[config.mk]
export PLATFORM = sky130hd
export DESIGN_NAME = lsd_supervision
export DESIGN_NICKNAME = d
export VERILOG_FILES = /design/src/design/lsd_pkg.sv /design/src/design/lsd_supervision.sv
export SDC_FILE = /design/constraint.sdc
export NUM_CORES = 1
export LEC_CHECK = 0
export BUFFER_PORTS_ARGS = -buffer_cell sky130_fd_sc_hd__buf_4
export CAP_MARGIN = 20
export CORE_MARGIN = 1
export CORE_UTILIZATION = 35
export DETAILED_ROUTE_END_ITERATION = 8
export PLACE_DENSITY = 0.53
export SLEW_MARGIN = 20
export SYNTH_ARGS = -nofsm -noshare
export SYNTH_HDL_FRONTEND = slang
export SYNTH_SLANG_ARGS = --single-unit
[constraint.sdc]
create_clock -name clk_i -period 2.14 [get_ports clk_i]
set_input_delay 0.535 -clock clk_i [delete_from_list [all_inputs] [get_ports clk_i]]
set_output_delay 0.535 -clock clk_i [all_outputs]
set_load 0.05 [all_outputs]
[src/design/lsd_pkg.sv]
// Purpose: shared constants for the line supervision debounce and interrupt block
// Assumes: frame sync arrives as a one-cycle pulse every 125 us on clk_i
// Notes: command indices are local choices; host writes one byte per command
package lsd_pkg;
	localparam int NUM_CH = 4;
	localparam int CLK_PERIOD_NS = 40;
	localparam int FRAME_PERIOD_NS = 125000;
	localparam int TICK_PERIOD_NS = 1000000;
	localparam logic [2:0] FRAMES_PER_TICK = 3'(TICK_PERIOD_NS / FRAME_PERIOD_NS - 1);
	localparam logic [2:0] GK_COUNT_MAX = 3'h6;
	localparam logic [2:0] GK_COUNT_MIN = 3'h0;
	localparam logic [3:0] LOOP_DEBOUNCE_RESET = 4'h8;
	localparam logic [7:0] IRQ_MASK_RESET = 8'hff;
	localparam logic DRIVER_TTL_RESET = 1'h0;
	// command indices on the host command port
	localparam logic [2:0] CMD_DEBOUNCE = 3'h0;
	localparam logic [2:0] CMD_IRQ_MASK = 3'h1;
	localparam logic [2:0] CMD_MODE = 3'h2;
	localparam logic [2:0] CMD_GK_CH01 = 3'h3;
	localparam logic [2:0] CMD_GK_CH23 = 3'h4;
	// field positions
	localparam int DEB_MUX_EN_BIT = 7;
	localparam int DEB_TIME_LSB = 0;
	localparam int MODE_TTL_BIT = 0;
	localparam int MODE_ATI_LSB = 4;
endpackage : lsd_pkg

[src/design/lsd_supervision.sv]
// Purpose: four-channel loop and ground-key debounce, real-time status and interrupt
// Assumes: all inputs synchronous to clk_i; host command strobes are one-cycle pulses
// Notes: status bit 2*ch is loop status, bit 2*ch+1 is ground status
// Notes on behaviour
// - each channel filters loop input and ground input (muxed bit or aux input)
// - loop input sampled every frame sync; a change restarts that channel's counter
// - loop counter steps on 1 ms tick; status follows after programmed count
// - one loop debounce time for all channels, separate counter per channel
// - ground-key sampling period programmed separately for each channel
// - ground counter spans 0..6, stepped once per 1..15 ms sampling period
// - ground counter counts up on high sample, down on low sample
// - count 6 sets ground status, count 0 clears it, otherwise holds
// - period zero bypasses the counter, input passes straight to ground status
// - 8-bit real-time status holds loop and ground status of four channels
// - real-time status readable at any time, channel selection irrelevant
// - in GCI mode status bits also go into the upstream SC octet
// - active-low interrupt on unmasked status change or armed transmit data change
// - interrupt stays low until cleared
// - interrupt driver selectable as driven TTL or open drain
// - while interrupt pending, unmasked status bits stay frozen
// - interrupt cleared by interrupting read, mask write, or reset
// - on read-clear, differing unmasked inputs raise a new interrupt at once
// - host read/write mask register blocks individual status bits from interrupting
// - detector multiplexing enabled by bit 7 of shared debounce configuration
// - reset clears pending interrupt, masks all sources, selects open drain
// - reset sets loop debounce time to 8 ms
`timescale 1ns/100ps
module lsd_supervision (
	input wire logic clk_i,
	input wire logic rst_n_i,
	input wire logic frame_sync_i,
	input wire logic gci_mode_i,
	input wire logic [3:0] loop_detect_input_i,
	input wire logic [3:0] aux_detect_input_i,
	input wire logic [3:0] muxed_ground_key_bit_i,
	input wire logic [3:0] tx_pcm_change_i,
	input wire logic cmd_wr_i,
	input wire logic [2:0] cmd_addr_i,
	input wire logic [7:0] cmd_wdata_i,
	input wire logic status_rd_irq_i,
	output logic [7:0] realtime_line_status_o,
	output logic [7:0] irq_mask_o,
	output logic [7:0] debounce_cfg_o,
	output logic [7:0] sc_upstream_o,
	output logic irq_n_o,
	output logic irq_oe_o
);
	typedef struct packed {
		logic [2:0] frame_cnt;
		logic [3:0] loop_smp;
		logic [3:0][3:0] loop_cnt;
		logic [3:0] loop_st;
		logic [3:0][3:0] gk_div;
		logic [3:0][2:0] gk_cnt;
		logic [3:0] gk_st;
		logic [3:0][3:0] gk_per;
		logic [3:0] loop_debounce_time;
		logic mux_en;
		logic [7:0] mask;
		logic [3:0] arm_transmit_irq;
		logic drv_ttl;
		logic [7:0] rt;
		logic pend;
		logic irq_n;
		logic irq_oe;
		logic [7:0] sc;
	} lsd_state_t;

	lsd_state_t s_r;
	lsd_state_t s_nxt;

	always_comb begin
		logic ms_tick;
		logic gk_in;
		logic [7:0] live;
		logic [7:0] unm;
		logic clr;
		logic evt;
		ms_tick = 1'b0;
		gk_in = 1'b0;
		live = 8'h00;
		unm = 8'h00;
		clr = 1'b0;
		evt = 1'b0;
		s_nxt = s_r;
		// ms tick derived from frame sync, so no frame sync means no filtering
		ms_tick = frame_sync_i && (s_r.frame_cnt == lsd_pkg::FRAMES_PER_TICK);
		if (frame_sync_i) begin
			s_nxt.frame_cnt = ms_tick ? 3'h0 : 3'(s_r.frame_cnt + 3'h1);
		end
		for (int ch = 0; ch < lsd_pkg::NUM_CH; ch++) begin
			if (frame_sync_i) begin
				if (loop_detect_input_i[ch] != s_r.loop_smp[ch]) begin
					s_nxt.loop_smp[ch] = loop_detect_input_i[ch];
					s_nxt.loop_cnt[ch] = 4'h0;
				end else if (s_r.loop_cnt[ch] >= s_r.loop_debounce_time) begin
					s_nxt.loop_st[ch] = s_r.loop_smp[ch];
				end else if (ms_tick) begin
					s_nxt.loop_cnt[ch] = 4'(s_r.loop_cnt[ch] + 4'h1);
				end
			end
			gk_in = s_r.mux_en ? muxed_ground_key_bit_i[ch] : aux_detect_input_i[ch];
			if (s_r.gk_per[ch] == 4'h0) begin
				s_nxt.gk_st[ch] = gk_in;
				s_nxt.gk_div[ch] = 4'h0;
			end else if (ms_tick) begin
				if (4'(s_r.gk_div[ch] + 4'h1) >= s_r.gk_per[ch]) begin
					s_nxt.gk_div[ch] = 4'h0;
					if (gk_in && s_r.gk_cnt[ch] != lsd_pkg::GK_COUNT_MAX) begin
						s_nxt.gk_cnt[ch] = 3'(s_r.gk_cnt[ch] + 3'h1);
					end else if (!gk_in && s_r.gk_cnt[ch] != lsd_pkg::GK_COUNT_MIN) begin
						s_nxt.gk_cnt[ch] = 3'(s_r.gk_cnt[ch] - 3'h1);
					end
					if (s_nxt.gk_cnt[ch] == lsd_pkg::GK_COUNT_MAX) begin
						s_nxt.gk_st[ch] = 1'b1;
					end else if (s_nxt.gk_cnt[ch] == lsd_pkg::GK_COUNT_MIN) begin
						s_nxt.gk_st[ch] = 1'b0;
					end
				end else begin
					s_nxt.gk_div[ch] = 4'(s_r.gk_div[ch] + 4'h1);
				end
			end
			live[2 * ch] = s_r.loop_st[ch];
			live[2 * ch + 1] = s_r.gk_st[ch];
		end
		if (cmd_wr_i) begin
			case (cmd_addr_i)
				lsd_pkg::CMD_DEBOUNCE: begin
					s_nxt.mux_en = cmd_wdata_i[lsd_pkg::DEB_MUX_EN_BIT];
					s_nxt.loop_debounce_time = cmd_wdata_i[lsd_pkg::DEB_TIME_LSB +: 4];
				end
				lsd_pkg::CMD_IRQ_MASK: begin
					s_nxt.mask = cmd_wdata_i;
					clr = 1'b1;
				end
				lsd_pkg::CMD_MODE: begin
					s_nxt.drv_ttl = cmd_wdata_i[lsd_pkg::MODE_TTL_BIT];
					s_nxt.arm_transmit_irq = cmd_wdata_i[lsd_pkg::MODE_ATI_LSB +: 4];
				end
				lsd_pkg::CMD_GK_CH01: begin
					s_nxt.gk_per[0] = cmd_wdata_i[3:0];
					s_nxt.gk_per[1] = cmd_wdata_i[7:4];
				end
				lsd_pkg::CMD_GK_CH23: begin
					s_nxt.gk_per[2] = cmd_wdata_i[3:0];
					s_nxt.gk_per[3] = cmd_wdata_i[7:4];
				end
				default: begin
				end
			endcase
		end
		if (status_rd_irq_i) begin
			clr = 1'b1;
		end
		// a clear and a fresh difference in one cycle re-raises at once, nothing lost
		unm = ~s_nxt.mask;
		evt = (|((live ^ s_r.rt) & unm)) || (|(tx_pcm_change_i & s_r.arm_transmit_irq));
		if (s_r.pend && !clr) begin
			s_nxt.rt = (s_r.rt & unm) | (live & ~unm);
		end else begin
			s_nxt.rt = live;
			s_nxt.pend = evt;
		end
		s_nxt.irq_n = !s_nxt.pend;
		s_nxt.irq_oe = s_nxt.drv_ttl || s_nxt.pend;
		s_nxt.sc = gci_mode_i ? s_nxt.rt : 8'h00;
	end

	always_ff @(posedge clk_i or negedge rst_n_i) begin
		if (!rst_n_i) begin
			s_r <= '0;
			s_r.loop_debounce_time <= lsd_pkg::LOOP_DEBOUNCE_RESET;
			s_r.mask <= lsd_pkg::IRQ_MASK_RESET;
			s_r.drv_ttl <= lsd_pkg::DRIVER_TTL_RESET;
			s_r.irq_n <= 1'b1;
		end else begin
			s_r <= s_nxt;
		end
	end

	// status readable at any cycle, no channel gating
	assign realtime_line_status_o = s_r.rt;
	assign irq_mask_o = s_r.mask;
	assign debounce_cfg_o = {s_r.mux_en, 3'h0, s_r.loop_debounce_time};
	assign sc_upstream_o = s_r.sc;
	assign irq_n_o = s_r.irq_n;
	assign irq_oe_o = s_r.irq_oe;
endmodule : lsd_supervision

# Word-level counts from Yosys, hierarchy flattened
# Index checks and enable logic that the tools add are counted.
# Widths: inputs -> output; s select.
dict set report totals {
  elab_cells 252
  out_inout_bits 34
  ff_bits 112
}
dict set report op_classes {
  n_eq_ne 21
  n_bitwise 16
  n_addsub 17
  mux 78
  n_reduce_logical 73
  magnitude_cmp 8
}
# operator count
set op_table {}
lappend op_table {{$mux 4} 24}
lappend op_table {{$mux 3} 21}
lappend op_table {{$reduce_and 3->1} 16}
lappend op_table {{$add 4x1->4 const B} 8}
lappend op_table {{$ge 4x4->1} 8}
lappend op_table {{$mux 1} 28}
lappend op_table {{$and 8x8->8} 3}
lappend op_table {{$mux 8} 3}
lappend op_table {{$reduce_bool 2->1} 12}
lappend op_table {{$reduce_bool 3->1} 8}
lappend op_table {{$eq 3x3->1 const B} 6}
lappend op_table {{$logic_not 4->1} 4}
lappend op_table {{$not 8->8} 2}
lappend op_table {{$reduce_and 2->1} 8}
lappend op_table {{$add 3x1->3 const B} 5}
lappend op_table {{$logic_not 3->1} 5}
lappend op_table {{$mux 13} 1}
lappend op_table {{$ne 3x3->1 const B} 4}
lappend op_table {{$sub 3x1->3 const B} 4}
lappend op_table {{$logic_and 1x1->1} 10}
lappend op_table {{$ne 2x2->1 const B} 4}
lappend op_table {{$not 1->1} 8}
lappend op_table {{$or 8x8->8} 1}
lappend op_table {{$reduce_or 8->1} 1}
lappend op_table {{9 further kinds} 19}

# Logic depth before layout (Yosys ltp)
# Gate-level depths: netlist of run 1.
dict set report depth {
  word_depth 14
  ltp_mapped 9
  depth_no_buf 9
}

# Worst setup path before layout of run 1
# Ideal clock, no wire load.
dict set report synth_timing {
  path_kind {register to register}
  from {register s_r, in the netlist debounce_cfg_o[0]}
  to {register s_r[99] (netlist name)}
  path_buffers 0
  arrival_time_ns 2.023
  t_required_ns 2.020
  path_stages_with_launch 8
  synth_period_minus_slack_ns 2.143
  path_slack_ns -0.003
  setup_ns 0.120
  cell_sequence {dfrtp_1 ha_1 nand2b_1 a21o_1 a21o_1 a211oi_1 a21oi_1 a31o_2}
}
dict set report synth_via {
  elab_chain_cells 3
}
# element line
set synth_rtl {}
lappend synth_rtl {{from (decl)} lsd_supervision.sv:69} ;# lsd_state_t s_r;
lappend synth_rtl {{from (signal assigned)} lsd_supervision.sv:177} ;# s_r <= s_nxt;
lappend synth_rtl {{$ge 4x4->1} lsd_supervision.sv:96} ;# end else if (s_r.loop_cnt[ch] >= s_r.loop_debounce_time) begin
lappend synth_rtl {{$ne 2x2->1 (no line)} --}
lappend synth_rtl {{$reduce_and 3->1 (no line)} --}
# Every way passes these cells.
# A chain may end at the register's enable or synchronous reset.

# Worst setup path in the final report of run 1
dict set report layout_timing {
  from {register s_r[77] (netlist name)}
  to {register s_r[79] (netlist name)}
}
dict set report layout_via {
  elab_chain_cells 5
}
# element line
set layout_rtl {}
lappend layout_rtl {{$add 4x1->4 (*)} {lsd_supervision.sv:107, lsd_supervision.sv:120}}
lappend layout_rtl {{$ge 4x4->1} lsd_supervision.sv:107} ;# if (4'(s_r.gk_div[ch] + 4'h1) >= s_r.gk_per[ch]) begin
lappend layout_rtl {{$mux 4 (*)} lsd_supervision.sv:107}
lappend layout_rtl {{$mux 4 (*)} lsd_supervision.sv:106} ;# end else if (ms_tick) begin
lappend layout_rtl {{$mux 4 (*)} lsd_supervision.sv:103} ;# if (s_r.gk_per[ch] == 4'h0) begin
# Mark *: on every way between the ends. The rest lies on a longest branch, timed or not. The select of a mux whose other input is x is not followed.

==> results.cfg, run 1 <==
[status]
status = finished clean

[critical_path]
rr_worst_depth = 9
path_buf_inv = 1
setup.worst_path.start = s_r[77]
cp_slowest_cell = dfrtp_1
crit_type = reg -> reg
reg2reg_from = s_r[77]
critPathCapture = s_r[79]
reg2reg_to = s_r[79]
cp_num_cells = 9
worst_ep_required_time_ns = 2.43
cp_max_fo = 4
crit_path_end_kind = flop
critPathMaxStageDelay_ns = 0.39
crit_family = simple AND/OR/NAND/NOR gates
start_kind = flop
ff2ff_setup_slack_ns = 0.03
cp_cell_sequence = nand3_1 -> xnor2_2 -> ha_1 -> nor3_2 -> a211oi_1 -> buf_4 -> or3_4 -> nor3b_4 -> a21o_1
crit_arrival_ns = 2.41

[synth]
ys_warn_count = 0
synthCells = 652
synth_edf_count = 0
synth.area.top_cells = dfrtp_1, ha_1, mux2_2
yosys.cell_count.top_type = dfrtp_1
synth_cell_types = 55
yosys.area.top_type_share_pct = 38.2
async_reset_ff_share_pct = 100
ys_seq_area_share_pct = 42.2
syn-cell-area_um2 = 6680
ys_ff_latch = 112
ys_top_cells_by_count = dfrtp_1, nand2_1, ha_1
synth_area_leader_cell = dfrtp_1
postSynthAreaPerCell_um2 = 10.2
ys.flop_type = dfrtp_1

[clock_network]
clkTransAtPathRegs_ns = 0.08
tritoncts = built
cts.sink_count = 112
clock-root-buffer = clkbuf_16
numCtsBuffers = 9
clkLatencyLatePin_ns = 0.36
cts_htree_levels = 3
clockBufferDepth = 2

[layout]
nFillCells = 1803
stdcell_count = 969
layout-drive-gt1-share_pct = 30.6
utilization_pct = 43.0
area_growth_pct = 20.4
final_nets = 821
diodes = 0

[sta]
min_period_ns = 2.11
fin_crit_sh_pct = 98.7
fin_hold_ws_ns = 0.105
skew_ns = 0.0107
hold_viol = 0
slew_violations = 0
rsz0062_at_grt = true
setup_viol = 0
clock.fmax_ghz = 0.473

[floorplanning]
dieArea_um2 = 19600
die_w_um = 140
die_h_um = 140
rows = 50
floorplan.initialDensity_pct = 35.7
core_um2 = 18700
pin_count = 67

[worst_hold_path]
hold_path.class = in -> async

[global_routing]
grt_pass1_wl_mm = 26.1
antenna_found_initial = 0
grt_overflow = 0
grt_pass1_vias = 5140
gr-usage-all-layers_pct = 17.0
grt_start_max_net_pins = 47

[power_and_ir_drop]
power_frac_seq_pct = 36.5
fin_total_pwr_uw = 8420
share_comb_of_total_power_pct = 43.7
p_int_uw = 5060
pwr-share-clk_pct = 19.7
vdd_drop_max_mv = 0.434
p_leak_uw = 0.00373
swShare_pct = 39.9
switchingPower_uw = 3360
pwr_density_cell_nw_per_um2 = 1050

[placement]
hpwlAfterDp_mm = 11.9
dp.cells = 943
place.gp.congestion = 0.780
io_buffers = 63

[detailed_routing]
ant_nets = 0
route.vias.total = 4985
wl_per_cell_um = 16.2
drcViolationCount = 0
dr.pass1.iters = 4
drtIter0Drc = 196
drt_wl_total_mm = 15.7
routed_via_density = 5.14

[flow_run]
maxCapViolCount = 0
==> worst min-delay path by stage <==
stage / depth (start not counted) / slack, ns / to
after global placement: 2 / 0.49 / s_r[72]
after floorplan: 0 / 0.24 / debounce_cfg_o[0]
after global routing: 1 / 0.11 / s_r[63]
after CTS: 1 / 0.11 / s_r[63]
after detailed placement: 1 / 0.50 / s_r[63]
final: 1 / 0.10 / s_r[63]
==> repair_timing <==
action	CTS	global route
buffers inserted	0	10
resized for setup	6	38
hold buffers	0	0
setup endpoints to repair	3	36
pin swaps	0	16
==> per-layer routing <==
| metal | vias to the layer above | global-route usage, % | wire (µm) |
|---|---|---|---|
| met2 | 63 | 29.9 | 7990 |
| met3 | 16 | 3.52 | 433 |
| met4 | 0 | 4.22 | 251 |
| met5 | - | 0 | 0 |
| met1 | 2452 | 21.1 | 7030 |
| li1 | 2454 | - | - |
==> cells by family (layout without fill, tap and decap cells) <==
kind of cell               count (synthesis)  in the layout  synth area share (%)
and+or+nand+nor                          188            188                  14.2
AOI/OAI and AO/OA                        121            121                  12.2
DFF                                      112            112                  42.2
buffers and inverters                     83            164                  6.61
muxes                                     61             61                  10.3
adders and majority gates                 58             58                  10.9
xor gates and xnor gates                  28             28                  3.67
other                                      1              3                0.0561
==> registers in the layout, summed over array words and instances, names as in the netlist <==
register                cells
s_r                        81
irq_oe_o                    1
realtime_line_status_o      8
irq_mask_o                  8
irq_n_o                     1
sc_upstream_o               8
debounce_cfg_o              5
==> power by group through the flow <==
| stage | clock, µW | combinational (µW) | sequential [µW] |
|---|---|---|---|
| detailed placement | 0 | 3400 | 3110 |
| finish | 1660 | 3680 | 3080 |
| floorplan | 0 | 2560 | 2990 |
| global route | 1800 | 4080 | 3150 |
| CTS | 1720 | 3450 | 3080 |
| global placement | 0 | 3270 | 3090 |
==> through the flow <==
stage / cell area [µm²] / setup TNS, ns / worst slack (ns)
6_report: 8040 / 0 / 0.0271
5_1_grt: 8040 / -0.327 / -0.0783
4_1_cts: 7790 / 0 / 0.00199
3_5_place_dp: 7480 / -0.167 / -0.113
3_3_place_gp: 7480 / -0.0866 / -0.0866
2_1_floorplan: 6690 / 0 / 0.0594
==> cell usage in the layout, fill, tap and decap left out, types with 12 or more instances in the layout <==
cell      netlist  final
nor4_1         12     12
dfrtp_1       102     99
a21o_1         15     15
a21oi_1        24     21
o21ai_0        28     27
nand3_1        15     15
nand2b_1       16     15
nor2_1         32     31
ha_1           58     51
inv_1          39     35
xnor2_1        19     16
mux2i_1        16     15
nand2_1        60     60
mux2_2         42     42
buf_4          32    104
==> layout make-up <==
class | instances | area (µm²) | area share [%]
clock inverters | 7 | 70.1 | 0.871
clock buffers | 9 | 225 | 2.80
inverters | 41 | 154 | 1.91
multi-input cells | 459 | 3640 | 45.3
repair buffers | 107 | 841 | 10.5
flip-flops and latches | 112 | 2820 | 35.1
well taps | 234 | 293 | 3.64
No activity file was read; power rests on OpenSTA's default activity.
==> run 2, diff against run 1 <==
--- a/config.mk
+++ b/config.mk
@@ -9,7 +9,8 @@
 export CAP_MARGIN = 20
 export CORE_MARGIN = 1
-export CORE_UTILIZATION = 35
+export CORE_UTILIZATION = 40
 export DETAILED_ROUTE_END_ITERATION = 8
-export PLACE_DENSITY = 0.53
+export PLACE_DENSITY = 0.59
+export SETUP_SLACK_MARGIN = 0.3
 export SLEW_MARGIN = 20
 export SYNTH_ARGS = -nofsm -noshare
==> constraint.sdc (replaced) <==
create_clock -name clk_i -period 2.14 [get_ports clk_i]
set_input_delay 0.642 -clock clk_i [delete_from_list [all_inputs] [get_ports clk_i]]
set_output_delay 0.642 -clock clk_i [all_outputs]
set_load 0.05 [all_outputs]
==> run 2 against run 1 <==
Sequential power about the same. Power up 12%. Sequential share of layout area down 3.6 points. Cell count up 2.1%. Critical path depth down 2. Hold slack better by 0.22 ns. Worst setup slack better by 0.055 ns. Clock-buffer cell count up 5. Die area down 12%. Combinational power up 25%.
==> results.cfg, run 2 (synthesis gave the netlist of run 1 again) <==
[layout]
multi_input_area_um2 = 4240
largest_reg_flops = 81
layout-drive-gt1-share_pct = 44.9
mostFrequentLayoutCells = buf_4, dfrtp_1, nand2_1
diodes = 0
stdcell_count = 989
final_nets = 859
area_growth_pct = 34.6
top_register = s_r
seq_area_um2 = 2830
final_common_cell = buf_4
utilization_pct = 55.8
nFillCells = 1380

[critical_path]
reg2reg_to = s_r[55]
start_kind = flop
rr_worst_depth = 7
reg2reg_from = s_r[78]
ff2ff_setup_slack_ns = 0.08
crit_path_end_kind = flop
cp_max_fo = 4
crit_type = reg -> reg
worst_ep_required_time_ns = 2.37
crit_arrival_ns = 2.29
critPathCapture = s_r[55]
setup.worst_path.start = s_r[78]

[worst_hold_path]
hold_path.class = in -> async

[clock_network]
tritoncts = built
cts.hold.buffers_added = 0
clock-root-buffer = clkbuf_16
clockBufferDepth = 2
clkLatencyLatePin_ns = 0.35
numCtsBuffers = 9
clkTransAtPathRegs_ns = 0.07
cts.sink_count = 112
cts_htree_levels = 3

[power_and_ir_drop]
pwr_density_cell_nw_per_um2 = 1050
fin_total_pwr_uw = 9440
p_leak_uw = 0.00410
vdd_drop_max_mv = 0.500

[sta]
fin_crit_sh_pct = 96.2
clock.fmax_ghz = 0.486
rsz0062_at_grt = true
min_period_ns = 2.06
hold_viol = 0
setup_viol = 0
skew_ns = 0.00838
fin_hold_ws_ns = 0.323
slew_violations = 0
setup_tns_ns = 0

[global_routing]
grt_pass1_wl_mm = 26.9
grt_overflow = 0
grt.met2_usage_pct = 33.7
grt.busiest_layer = met2
antenna_found_initial = 0
gr-usage-all-layers_pct = 19.6
grt_start_max_net_pins = 82
grt_pass1_vias = 5288
met1_usage_pct = 24.8
gr-usage-met3_pct = 4.09

[placement]
hpwlAfterDp_mm = 11.5
place.gp.congestion = 0.870
dp.cells = 921
io_buffers = 63

[floorplanning]
pin_count = 67
floorplan.initialDensity_pct = 41.4
core_um2 = 16100
dieArea_um2 = 17200
die_h_um = 131
die_w_um = 131
rows = 46

[detailed_routing]
dr.pass1.iters = 4
drcViolationCount = 0
drtIter0Drc = 222
drt_wl_total_mm = 17.0
route.vias.total = 5211
wl_per_cell_um = 17.1
routed_via_density = 5.27
ant_nets = 0

[status]
status = finished clean

[flow_run]
maxCapViolCount = 0
run 2: cell count changes in the layout (fill, tap and decap cells not counted), moves of 10 or more:
cell     change
o21ai_0     -11
buf_6       +15
nand2_2     +10
ha_1        -11
ha_4        +11
nand2_1     -10
buf_4       +22
run 2: stage by stage:
| stage | area (µm²) | setup WS, ns |
|---|---|---|
| floorplan | 6910 | 0.0463 |
| global placement | 7620 | -0.0942 |
| detailed placement | 7620 | -0.139 |
| CTS | 8450 | 0.103 |
| global route | 8990 | -0.0131 |
| finish | 8990 | 0.0822 |
run 2: area by class of cell:
cell class                 instances  share of cell area [%]
clock buffer                      14                    2.94
clock inverter                     2                   0.418
inverter                          41                    1.71
multi-input combinational        459                    47.2
sequential                       112                    31.4
tap                              216                    3.01
timing repair buffer             145                    13.3
run 2: worst max-delay path, cell delays in order (launching register included):
cell and delay [ns]:
dfrtp_1 0.41, ha_2 0.21, xor2_1 0.17, ha_2 0.23, nor3_2 0.05, a211oi_2 0.39, a41oi_1 0.18, a311o_1 0.30
run 2: worst min-delay path by stage:
stage / from / end / slack [ns] / cells after the start
global placement: s_r[72] / s_r[72] / 0.49 / 2
global route: rst_n_i / s_r[61] / 0.35 / 2
detailed placement: s_r[19] / s_r[19] / 0.49 / 1
finish: rst_n_i / s_r[61] / 0.32 / 2
CTS: rst_n_i / s_r[61] / 0.34 / 2
floorplan: rst_n_i / debounce_cfg_o[0] / 0.35 / 0
run 2: timing repair:
item / CTS / global route
endpoints found under the setup margin: 41 / 57
setup buffers: 33 / 18
gates cloned: 1 / 0
resized for setup: 56 / 92
pin swaps: 28 / 49
run 2: power breakdown:
| part | internal (µW) | total (µW) | switching (µW) |
|---|---|---|---|
| combinational | 2170 | 4600 | 2420 |
| clock | 975 | 1730 | 756 |
| sequential | 2610 | 3110 | 494 |
| total | 5760 | 9440 | 3670 |
run 2: per-layer routing:
metal  part of all wire, %  vias up
met5                     0        -
met1                    44     2539
met4                   2.0        0
met3                   3.4       28
li1                      -     2534
met2                    50      110
